File: config.mk
export PLATFORM = sky130hd
export DESIGN_NAME = sign_overflow_branch_unit
export DESIGN_NICKNAME = d
export VERILOG_FILES = /design/src/common/branch_pkg.sv /design/src/stone_converter.sv /design/src/sign_overflow_branch_unit.sv
export VERILOG_INCLUDE_DIRS = /design/src /design/src/common
export SDC_FILE = /design/constraint.sdc
export NUM_CORES = 1
export LEC_CHECK = 0
export BUFFER_PORTS_ARGS = -buffer_cell sky130_fd_sc_hd__buf_4
export CAP_MARGIN = 20
export CORE_MARGIN = 4
export CORE_UTILIZATION = 59
export CTS_BUF_LIST = sky130_fd_sc_hd__clkbuf_8
export CTS_CLUSTER_SIZE = 8
export DETAILED_ROUTE_END_ITERATION = 16
export GPL_TIMING_DRIVEN = 0
export HOLD_SLACK_MARGIN = 0.1
export PLACE_DENSITY_LB_ADDON = 0.12
export SLEW_MARGIN = 40
export SYNTH_ARGS = -nofsm -noshare
export SYNTH_HDL_FRONTEND = slang
export SYNTH_SLANG_ARGS = --single-unit
File: constraint.sdc
create_clock -name core_clk -period 7.4 [get_ports core_clk]
set_input_delay 0.74 -clock core_clk [delete_from_list [all_inputs] [get_ports core_clk]]
set_output_delay 0.74 -clock core_clk [all_outputs]
set_load 0.005 [all_outputs]
File: src/common/branch_params.svh
// constants for the sign/overflow branch unit and its weight-to-stone converter
// assumes a byte-wide program memory and a 16-bit program counter
//
// How it works
// - jump_if_negative loads the pc with the target when sign is one
// - jump_if_positive loads the pc with the target when sign is zero
// - jump_on_overflow_set loads the pc with the target when overflow is one
// - jump_on_overflow_clear loads the pc with the target when overflow is zero
// - every jump exists as a 2-byte relative and a 3-byte absolute encoding
// - relative jumps take 3 core cycles, absolute jumps take 4
// - target comes from the operand: offset from the next instruction or full address
// - weight_to_stone takes only the first accumulator and overwrites it
// - input counts 100 mg units; result shows two stone digits then pounds
`ifndef BRANCH_PARAMS_SVH
`define BRANCH_PARAMS_SVH

`define PC_W          16
// opcode group: bits 7..3 select the conditional jump group, bits 2..1 the
// condition, bit 0 the absolute form
`define OPC_JUMP_GRP  5'h09
`define OPC_ABS_BIT   0
`define OPC_COND_LSB  1
`define COND_NEG      2'h0
`define COND_POS      2'h1
`define COND_OVS      2'h2
`define COND_OVC      2'h3
// weight_to_stone: bits 7..2 fixed, bits 1..0 select the accumulator
`define OPC_STONE_GRP 6'h14
`define ACCU_FIRST    2'h0

`define LEN_REL       16'h0002
`define LEN_ABS       16'h0003
`define OPERAND_OFS1  16'h0001
`define OPERAND_OFS2  16'h0002

// 100 mg units to pounds: pounds = units * LB_RECIP >> LB_SHIFT
`define LB_RECIP      12'hE73
`define LB_SHIFT      24
`define STONE_LB      4'hE
`define STONE_MAX     7'h63
`define LB_SAT        4'hD
`define DISP_SCALE    7'h64

`endif

File: src/common/branch_pkg.sv
// types shared by the branch unit and the stone converter
// assumes branch_params.svh is on the include path
package branch_pkg;
   `include "branch_params.svh"

   typedef struct packed {
      logic sign;
      logic overflow;
      logic carry;
      logic zero;
   } flags_t;

   typedef struct packed {
      logic             load;
      logic             taken;
      logic [`PC_W-1:0] value;
   } pc_update_t;

   typedef enum logic [2:0] {
      S_IDLE,
      S_OPERAND1,
      S_OPERAND2,
      S_OPERAND3,
      S_CONVERT
   } unit_state_t;

   typedef enum logic [1:0] {
      C_IDLE,
      C_SCALE,
      C_DIVIDE
   } conv_state_t;
endpackage : branch_pkg

File: src/stone_converter.sv
// sequential weight-to-stone converter
// assumes start is a one-cycle pulse given only while idle; ACC_W at least 24
`timescale 1ns/1ps
`include "branch_params.svh"
module stone_converter
   import branch_pkg::*;
#(
   parameter int ACC_W = 24
) (
   // clock and reset
   input  wire logic             core_clk,
   input  wire logic             rst,
   // request
   input  wire logic             start,
   input  wire logic [ACC_W-1:0] weight,
   // answer
   output logic                  done_q,
   output logic [ACC_W-1:0]      result_q
);
   localparam int ProdW = ACC_W + 12;
   localparam int LbW   = ProdW - `LB_SHIFT;

   conv_state_t      state_q;
   logic [ACC_W-1:0] weight_q;
   logic [LbW-1:0]   pounds_q;
   logic [6:0]       stone_q;
   logic [ProdW-1:0] product;
   logic [13:0]      display;

   assign product = ProdW'(weight_q) * ProdW'(`LB_RECIP);
   assign display = 14'(stone_q) * 14'(`DISP_SCALE) + 14'(pounds_q[3:0]);

   // scale to whole pounds, then peel off stones of 14 pounds, saturating at 99
   always_ff @(posedge core_clk) begin
      if (rst) begin
         state_q  <= C_IDLE;
         weight_q <= '0;
         pounds_q <= '0;
         stone_q  <= '0;
         done_q   <= 1'b0;
         result_q <= '0;
      end else begin
         done_q <= 1'b0;
         unique case (state_q)
            C_IDLE: begin
               if (start) begin
                  weight_q <= weight;
                  stone_q  <= '0;
                  state_q  <= C_SCALE;
               end
            end
            C_SCALE: begin
               pounds_q <= product[ProdW-1:`LB_SHIFT];
               state_q  <= C_DIVIDE;
            end
            C_DIVIDE: begin
               if (pounds_q < LbW'(`STONE_LB)) begin
                  result_q <= ACC_W'(display);
                  done_q   <= 1'b1;
                  state_q  <= C_IDLE;
               end else if (stone_q == `STONE_MAX) begin
                  pounds_q <= LbW'(`LB_SAT);
               end else begin
                  pounds_q <= pounds_q - LbW'(`STONE_LB);
                  stone_q  <= stone_q + 7'h01;
               end
            end
         endcase
      end
   end
endmodule : stone_converter

File: src/sign_overflow_branch_unit.sv
// execute logic for the sign and overflow conditional jumps and weight_to_stone
// assumes program memory returns pmData in the cycle after pmRead is high,
// and the core holds execution while ready is low; all inputs are on core_clk
`timescale 1ns/1ps
`include "branch_params.svh"
module sign_overflow_branch_unit
   import branch_pkg::*;
#(
   parameter int ACC_W = 24
) (
   // clock and reset
   input  wire logic              core_clk,
   input  wire logic              rst,
   // instruction issue
   input  wire logic              execValid,
   input  wire logic [7:0]        execOpcode,
   input  wire logic [`PC_W-1:0]  execPc,
   input  wire flags_t            flags,
   input  wire logic [ACC_W-1:0]  accuFirst,
   output logic                   ready_q,
   output logic                   illegal_q,
   // program memory operand fetch
   output logic                   pmRead_q,
   output logic [`PC_W-1:0]       pmAddr_q,
   input  wire logic [7:0]        pmData,
   // program counter update
   output pc_update_t             pcUpdate_q,
   // first accumulator write back
   output logic                   accuWe_q,
   output logic [ACC_W-1:0]       accuValue_q
);
   unit_state_t      state_q;
   logic [`PC_W-1:0] basePc_q;
   logic             absForm_q;
   logic             condMet_q;
   logic [7:0]       lowByte_q;
   logic             isJump;
   logic             isStone;
   logic             absForm;
   logic [1:0]       cond;
   logic             condMet;
   logic             convStart_q;
   logic             convDone;
   logic [ACC_W-1:0] convResult;
   logic [`PC_W-1:0] relNext;
   logic [`PC_W-1:0] relTarget;
   logic [`PC_W-1:0] absNext;
   logic [`PC_W-1:0] absTarget;
   logic             accept;

   assign isJump  = execOpcode[7:3] == `OPC_JUMP_GRP;
   assign isStone = execOpcode[7:2] == `OPC_STONE_GRP;
   assign absForm = execOpcode[`OPC_ABS_BIT];
   assign cond    = execOpcode[`OPC_COND_LSB +: 2];
   assign accept  = execValid && (state_q == S_IDLE);

   // condition test on the flags left by the preceding operation
   always_comb begin
      unique case (cond)
         `COND_NEG: condMet = flags.sign == 1'b1;
         `COND_POS: condMet = flags.sign == 1'b0;
         `COND_OVS: condMet = flags.overflow == 1'b1;
         `COND_OVC: condMet = flags.overflow == 1'b0;
      endcase
   end

   // relative offset counts from the instruction after the jump
   assign relNext   = basePc_q + `LEN_REL;
   assign relTarget = relNext + {{(`PC_W-8){pmData[7]}}, pmData};
   assign absNext   = basePc_q + `LEN_ABS;
   assign absTarget = {pmData, lowByte_q};

   // sequencing of the operand bytes and the conversion
   always_ff @(posedge core_clk) begin
      if (rst) begin
         state_q <= S_IDLE;
      end else begin
         unique case (state_q)
            S_IDLE: begin
               if (accept && isJump) begin
                  state_q <= S_OPERAND1;
               end else if (accept && isStone && execOpcode[1:0] == `ACCU_FIRST) begin
                  state_q <= S_CONVERT;
               end
            end
            S_OPERAND1: state_q <= S_OPERAND2;
            S_OPERAND2: state_q <= absForm_q ? S_OPERAND3 : S_IDLE;
            S_OPERAND3: state_q <= S_IDLE;
            S_CONVERT: begin
               if (convDone) begin
                  state_q <= S_IDLE;
               end
            end
         endcase
      end
   end

   // ready is high in every cycle in which a new instruction is taken
   always_ff @(posedge core_clk) begin
      if (rst) begin
         ready_q <= 1'b1;
      end else if (accept && (isJump || (isStone && execOpcode[1:0] == `ACCU_FIRST))) begin
         ready_q <= 1'b0;
      end else if ((state_q == S_OPERAND2 && !absForm_q) || state_q == S_OPERAND3) begin
         ready_q <= 1'b1;
      end else if (state_q == S_CONVERT && convDone) begin
         ready_q <= 1'b1;
      end
   end

   // unknown opcodes and any other accumulator for the conversion are refused
   always_ff @(posedge core_clk) begin
      if (rst) begin
         illegal_q <= 1'b0;
      end else begin
         illegal_q <= accept && !isJump && !(isStone && execOpcode[1:0] == `ACCU_FIRST);
      end
   end

   // issue context, captured once at accept
   always_ff @(posedge core_clk) begin
      if (rst) begin
         basePc_q  <= '0;
         absForm_q <= 1'b0;
         condMet_q <= 1'b0;
      end else if (accept && isJump) begin
         basePc_q  <= execPc;
         absForm_q <= absForm;
         condMet_q <= condMet;
      end
   end

   // operand reads: first byte right after accept, second pipelined behind it
   always_ff @(posedge core_clk) begin
      if (rst) begin
         pmRead_q <= 1'b0;
         pmAddr_q <= '0;
      end else if (accept && isJump) begin
         pmRead_q <= 1'b1;
         pmAddr_q <= execPc + `OPERAND_OFS1;
      end else if (state_q == S_OPERAND1 && absForm_q) begin
         pmRead_q <= 1'b1;
         pmAddr_q <= basePc_q + `OPERAND_OFS2;
      end else begin
         pmRead_q <= 1'b0;
      end
   end

   // low address byte of the absolute form
   always_ff @(posedge core_clk) begin
      if (rst) begin
         lowByte_q <= 8'h00;
      end else if (state_q == S_OPERAND2 && absForm_q) begin
         lowByte_q <= pmData;
      end
   end

   // program counter update: target when taken, next instruction otherwise
   always_ff @(posedge core_clk) begin
      if (rst) begin
         pcUpdate_q <= '0;
      end else if (state_q == S_OPERAND2 && !absForm_q) begin
         pcUpdate_q.load  <= 1'b1;
         pcUpdate_q.taken <= condMet_q;
         pcUpdate_q.value <= condMet_q ? relTarget : relNext;
      end else if (state_q == S_OPERAND3) begin
         pcUpdate_q.load  <= 1'b1;
         pcUpdate_q.taken <= condMet_q;
         pcUpdate_q.value <= condMet_q ? absTarget : absNext;
      end else begin
         pcUpdate_q.load  <= 1'b0;
         pcUpdate_q.taken <= 1'b0;
      end
   end

   // conversion start pulse and accumulator write back
   always_ff @(posedge core_clk) begin
      if (rst) begin
         convStart_q <= 1'b0;
      end else begin
         convStart_q <= accept && isStone && execOpcode[1:0] == `ACCU_FIRST;
      end
   end

   always_ff @(posedge core_clk) begin
      if (rst) begin
         accuWe_q    <= 1'b0;
         accuValue_q <= '0;
      end else begin
         accuWe_q <= state_q == S_CONVERT && convDone;
         if (state_q == S_CONVERT && convDone) begin
            accuValue_q <= convResult;
         end
      end
   end

   // operand latched at accept so the core may change accuFirst meanwhile
   logic [ACC_W-1:0] weight_q;

   always_ff @(posedge core_clk) begin
      if (rst) begin
         weight_q <= '0;
      end else if (accept && isStone) begin
         weight_q <= accuFirst;
      end
   end

   stone_converter #(
      .ACC_W (ACC_W)
   ) u_stone (
      .core_clk (core_clk),
      .rst      (rst),
      .start    (convStart_q),
      .weight   (weight_q),
      .done_q   (convDone),
      .result_q (convResult)
   );
endmodule : sign_overflow_branch_unit

==> results.md <==
- Run status: completed
- Vias in the first global route: around 12,000
- GRT Util Overall: 0.277
- Fin crit share: 0.823
- Slew HR: 0.435
- Fmax: 0.164 GHz
- Num rows: between 50 and 60
- #FFs+latches synth: 166
- Mapped Cells: ~1,700
- Ant. Diodes: 0
- Top cells by count, synth: 248 x inv_1, 225 x nand2_1, 166 x dfxtp_1
- Min cycle time layout: 6.09 ns
- Setup WS post-layout: 1.31 ns
- Hold Path End: u_stone.weight_q[18]$_SDFFE_PP0P_
- Setup TNS: 0 ns
- CP startpoint kind: flip-flop
- Crit Path Max Fanout: 6
- Post-layout nets: around 2,200
- Post-CTS Setup Inserts: 0
- Routed length per placed instance: 16.3 um
- Total CTS buffers: 17
- Core area: 0.0236 sq mm
- Crit path capture type: flip-flop
- Initial antenna violation count: 0
- Post-synth top area cell: dfxtp_1
- Top cell type's share of synthesized area: 0.233
- Pins Over Slew Limit: 0
- DR DRC count: 0
- Cell chosen for the clock root: clkbuf_8
- Dpl ws: ~1.3 ns
- RR Endpoint: u_stone.pounds_q[9]$_SDFFE_PP0P_
- Die width: 164 um
- Synth top area cells: dfxtp_1 23%, fa_1 18%, ha_1 14%
- Vias: approximately 12,000
- Reg2reg path depth: 18
- Congestion Overflow GR: 0
- Final Routed Wirelength: 35,200 um
- HP Start: weight_q[18]$_SDFFE_PP0P_
- IO buf count: 111
- Hold_buf cts: 0
- Layout cell share with drive strength beyond 1: 0.0907
- Main synth FF type: dfxtp_1
- Die Y: between 150 and 200 um
- Ys async rst share: 0
- CTS tree: built
- CP Data Required Time: between 7 and 8 ns
- Distinct cell type count of the synthesized netlist: a little over 70
- Yosys warns: 0
- TritonRoute pass-1 iters: 5
- Hold path depth: 2
- Pwr per Cell Area: about 110 mW/mm^2
- Gpl congestion: 0.919
- Worst VDD drop: 129 uV
- Mapped Avg Cell Area: ~8.4 sq um
- Worst Tran Pin Value: 0.847 ns
- Most frequent cell after synthesis: inv_1
- R2r setup slk: about 1.3 ns
- Clock Path Buffers: 2
- Cell Area, Synth: around 0.014 sq mm
- Max H-tree Level: 4
- CTS Sinks: 166
- Sequential-to-total area share from yosys stat: 0.233
- Final ANT Viol Nets: 0
- Initial core utilization: 0.604
- Synthesis-to-finish area growth: 11.7%
- # IOs: 125
- 1st-iter DRT viols: around 630
- First-pass GRT wire length: 59,600 um
- Critical path data arrival time: 6.45 ns
- Area of the die: 0.0267 sq mm
- Pin count of the biggest net entering global routing: 17
- DP HPWL: 28,800 um
- Worst hold slack: 0.442 ns
- Via density: 5.49
- Setup violators final: 0
- Critical path class: flip-flop to flip-flop
- Leakage: 7.15 nW
- Worst-path clk slew: roughly 0.1 ns
- Final Hold Viols: 0
- Max Cap Viol: 0
- Number of flops mapped to enable cells by yosys: 0
- Hold Crit Class: flip-flop to flip-flop
- # resized after CTS: 0
- Clock Latency Late Sink: roughly 0.48 ns
- Clock skew: ~0.014 ns
- R2r startpoint: u_stone.weight_q[14]$_SDFFE_PP0P_
- Unrepaired setup endpoints after global routing: no
[kinds of logic (layout without fill, tap and decap cells)]
kind of cell               count (synthesis)  after routing  share of synthesized area
xor gates and xnor gates                  81             81                     0.0497
muxes                                     18             18                     0.0136
buffers and inverters                    324            467                     0.0881
AOI/OAI and AO/OA                        318            318                      0.140
and+or+nand+nor                          491            491                      0.154
adders and majority gates                290            290                      0.321
other                                      1             10                   0.000263
DFF                                      166            166                      0.233
[through the flow]
step                      total power, W  utilization  instance area [sq um]  instances
after floorplan                  0.00107            -                  14300       1698
after global placement           0.00115        0.658                  15500       2128
after detailed placement         0.00115        0.658                  15500       2128
after CTS                        0.00182        0.675                  15900       2160
after global routing             0.00188        0.675                  15900       2160
final                            0.00181        0.675                  15900       2160
[state kept, by name, summed over array words and instances (netlist names), 2 cells and up]
signal / count
accuValue_q: 14
pmAddr_q: 16
u_stone.pounds_q: 12
basePc_q: 16
state_q: 3
u_stone.state_q: 2
lowByte_q: 8
pcUpdate_q: 18
u_stone.weight_q: 24
u_stone.stone_q: 7
weight_q: 24
u_stone.result_q: 14
[report_power, final]
group	total [W]	internal (W)	switching (W)
sequential	0.000925	0.000909	0.0000162
clock	0.000677	0.000321	0.000356
combinational	0.000211	0.0000818	0.000129
total	0.00181	0.00131	0.000501
[routing by layer]
metal	GRT usage	share of wire	vias up
met5	0	0	-
met4	0.0888	0.027	0
met3	0.0419	0.059	63
met2	0.467	0.47	323
met1	0.366	0.44	5601
li1	-	-	5869
[worst max-delay path: stages (launching register included)]
cell	delay [ns]
dfxtp_1	0.58
inv_1	0.16
fa_1	0.50
inv_1	0.05
fa_1	0.50
inv_1	0.07
fa_1	0.53
fa_1	0.53
fa_1	0.56
inv_1	0.05
ha_1	0.33
and4_1	0.19
and3_1	0.21
and4_1	0.21
a2111oi_0	0.53
o21bai_1	0.23
o22ai_1	0.30
nor4b_1	0.09
or3_1	0.35
[worst max path at each step]
stage                                                  from                                to  cells past startpoint
after floorplan           u_stone.weight_q[10]$_SDFFE_PP0P_  u_stone.pounds_q[9]$_SDFFE_PP0P_                     18
after global placement    u_stone.weight_q[14]$_SDFFE_PP0P_  u_stone.pounds_q[9]$_SDFFE_PP0P_                     18
after detailed placement  u_stone.weight_q[14]$_SDFFE_PP0P_  u_stone.pounds_q[9]$_SDFFE_PP0P_                     18
after CTS                 u_stone.weight_q[14]$_SDFFE_PP0P_  u_stone.pounds_q[9]$_SDFFE_PP0P_                     18
after global routing      u_stone.weight_q[14]$_SDFFE_PP0P_  u_stone.pounds_q[9]$_SDFFE_PP0P_                     18
final                     u_stone.weight_q[14]$_SDFFE_PP0P_  u_stone.pounds_q[9]$_SDFFE_PP0P_                     18
[cells in the final DEF, fill, tap and decap left out, types with 19 or more instances in the layout]
| cell | count |
|---|---|
| nand2_1 | 225 |
| xor2_1 | 38 |
| inv_1 | 249 |
| o21ai_0 | 44 |
| clkbuf_8 | 19 |
| xnor2_1 | 43 |
| nor2_1 | 119 |
| nand4_1 | 19 |
| nand3_1 | 29 |
| clkbuf_1 | 60 |
| buf_4 | 121 |
| nor3_1 | 29 |
| ha_1 | 163 |
| a21oi_1 | 135 |
| dfxtp_1 | 166 |
| a211oi_1 | 27 |
| fa_1 | 127 |
[layout make-up]
cell class                      count  area, sq um
Buffer                             76          327
Clock buffer                       19          262
Clock inverter                     13          144
Fill cell                        2055         7670
Inverter                          248          931
Multi-Input combinational cell   1208         9720
Sequential cell                   166         3320
Tap cell                          319          399
Timing Repair Buffer              111          833
(Power assumes the default switching activity.)
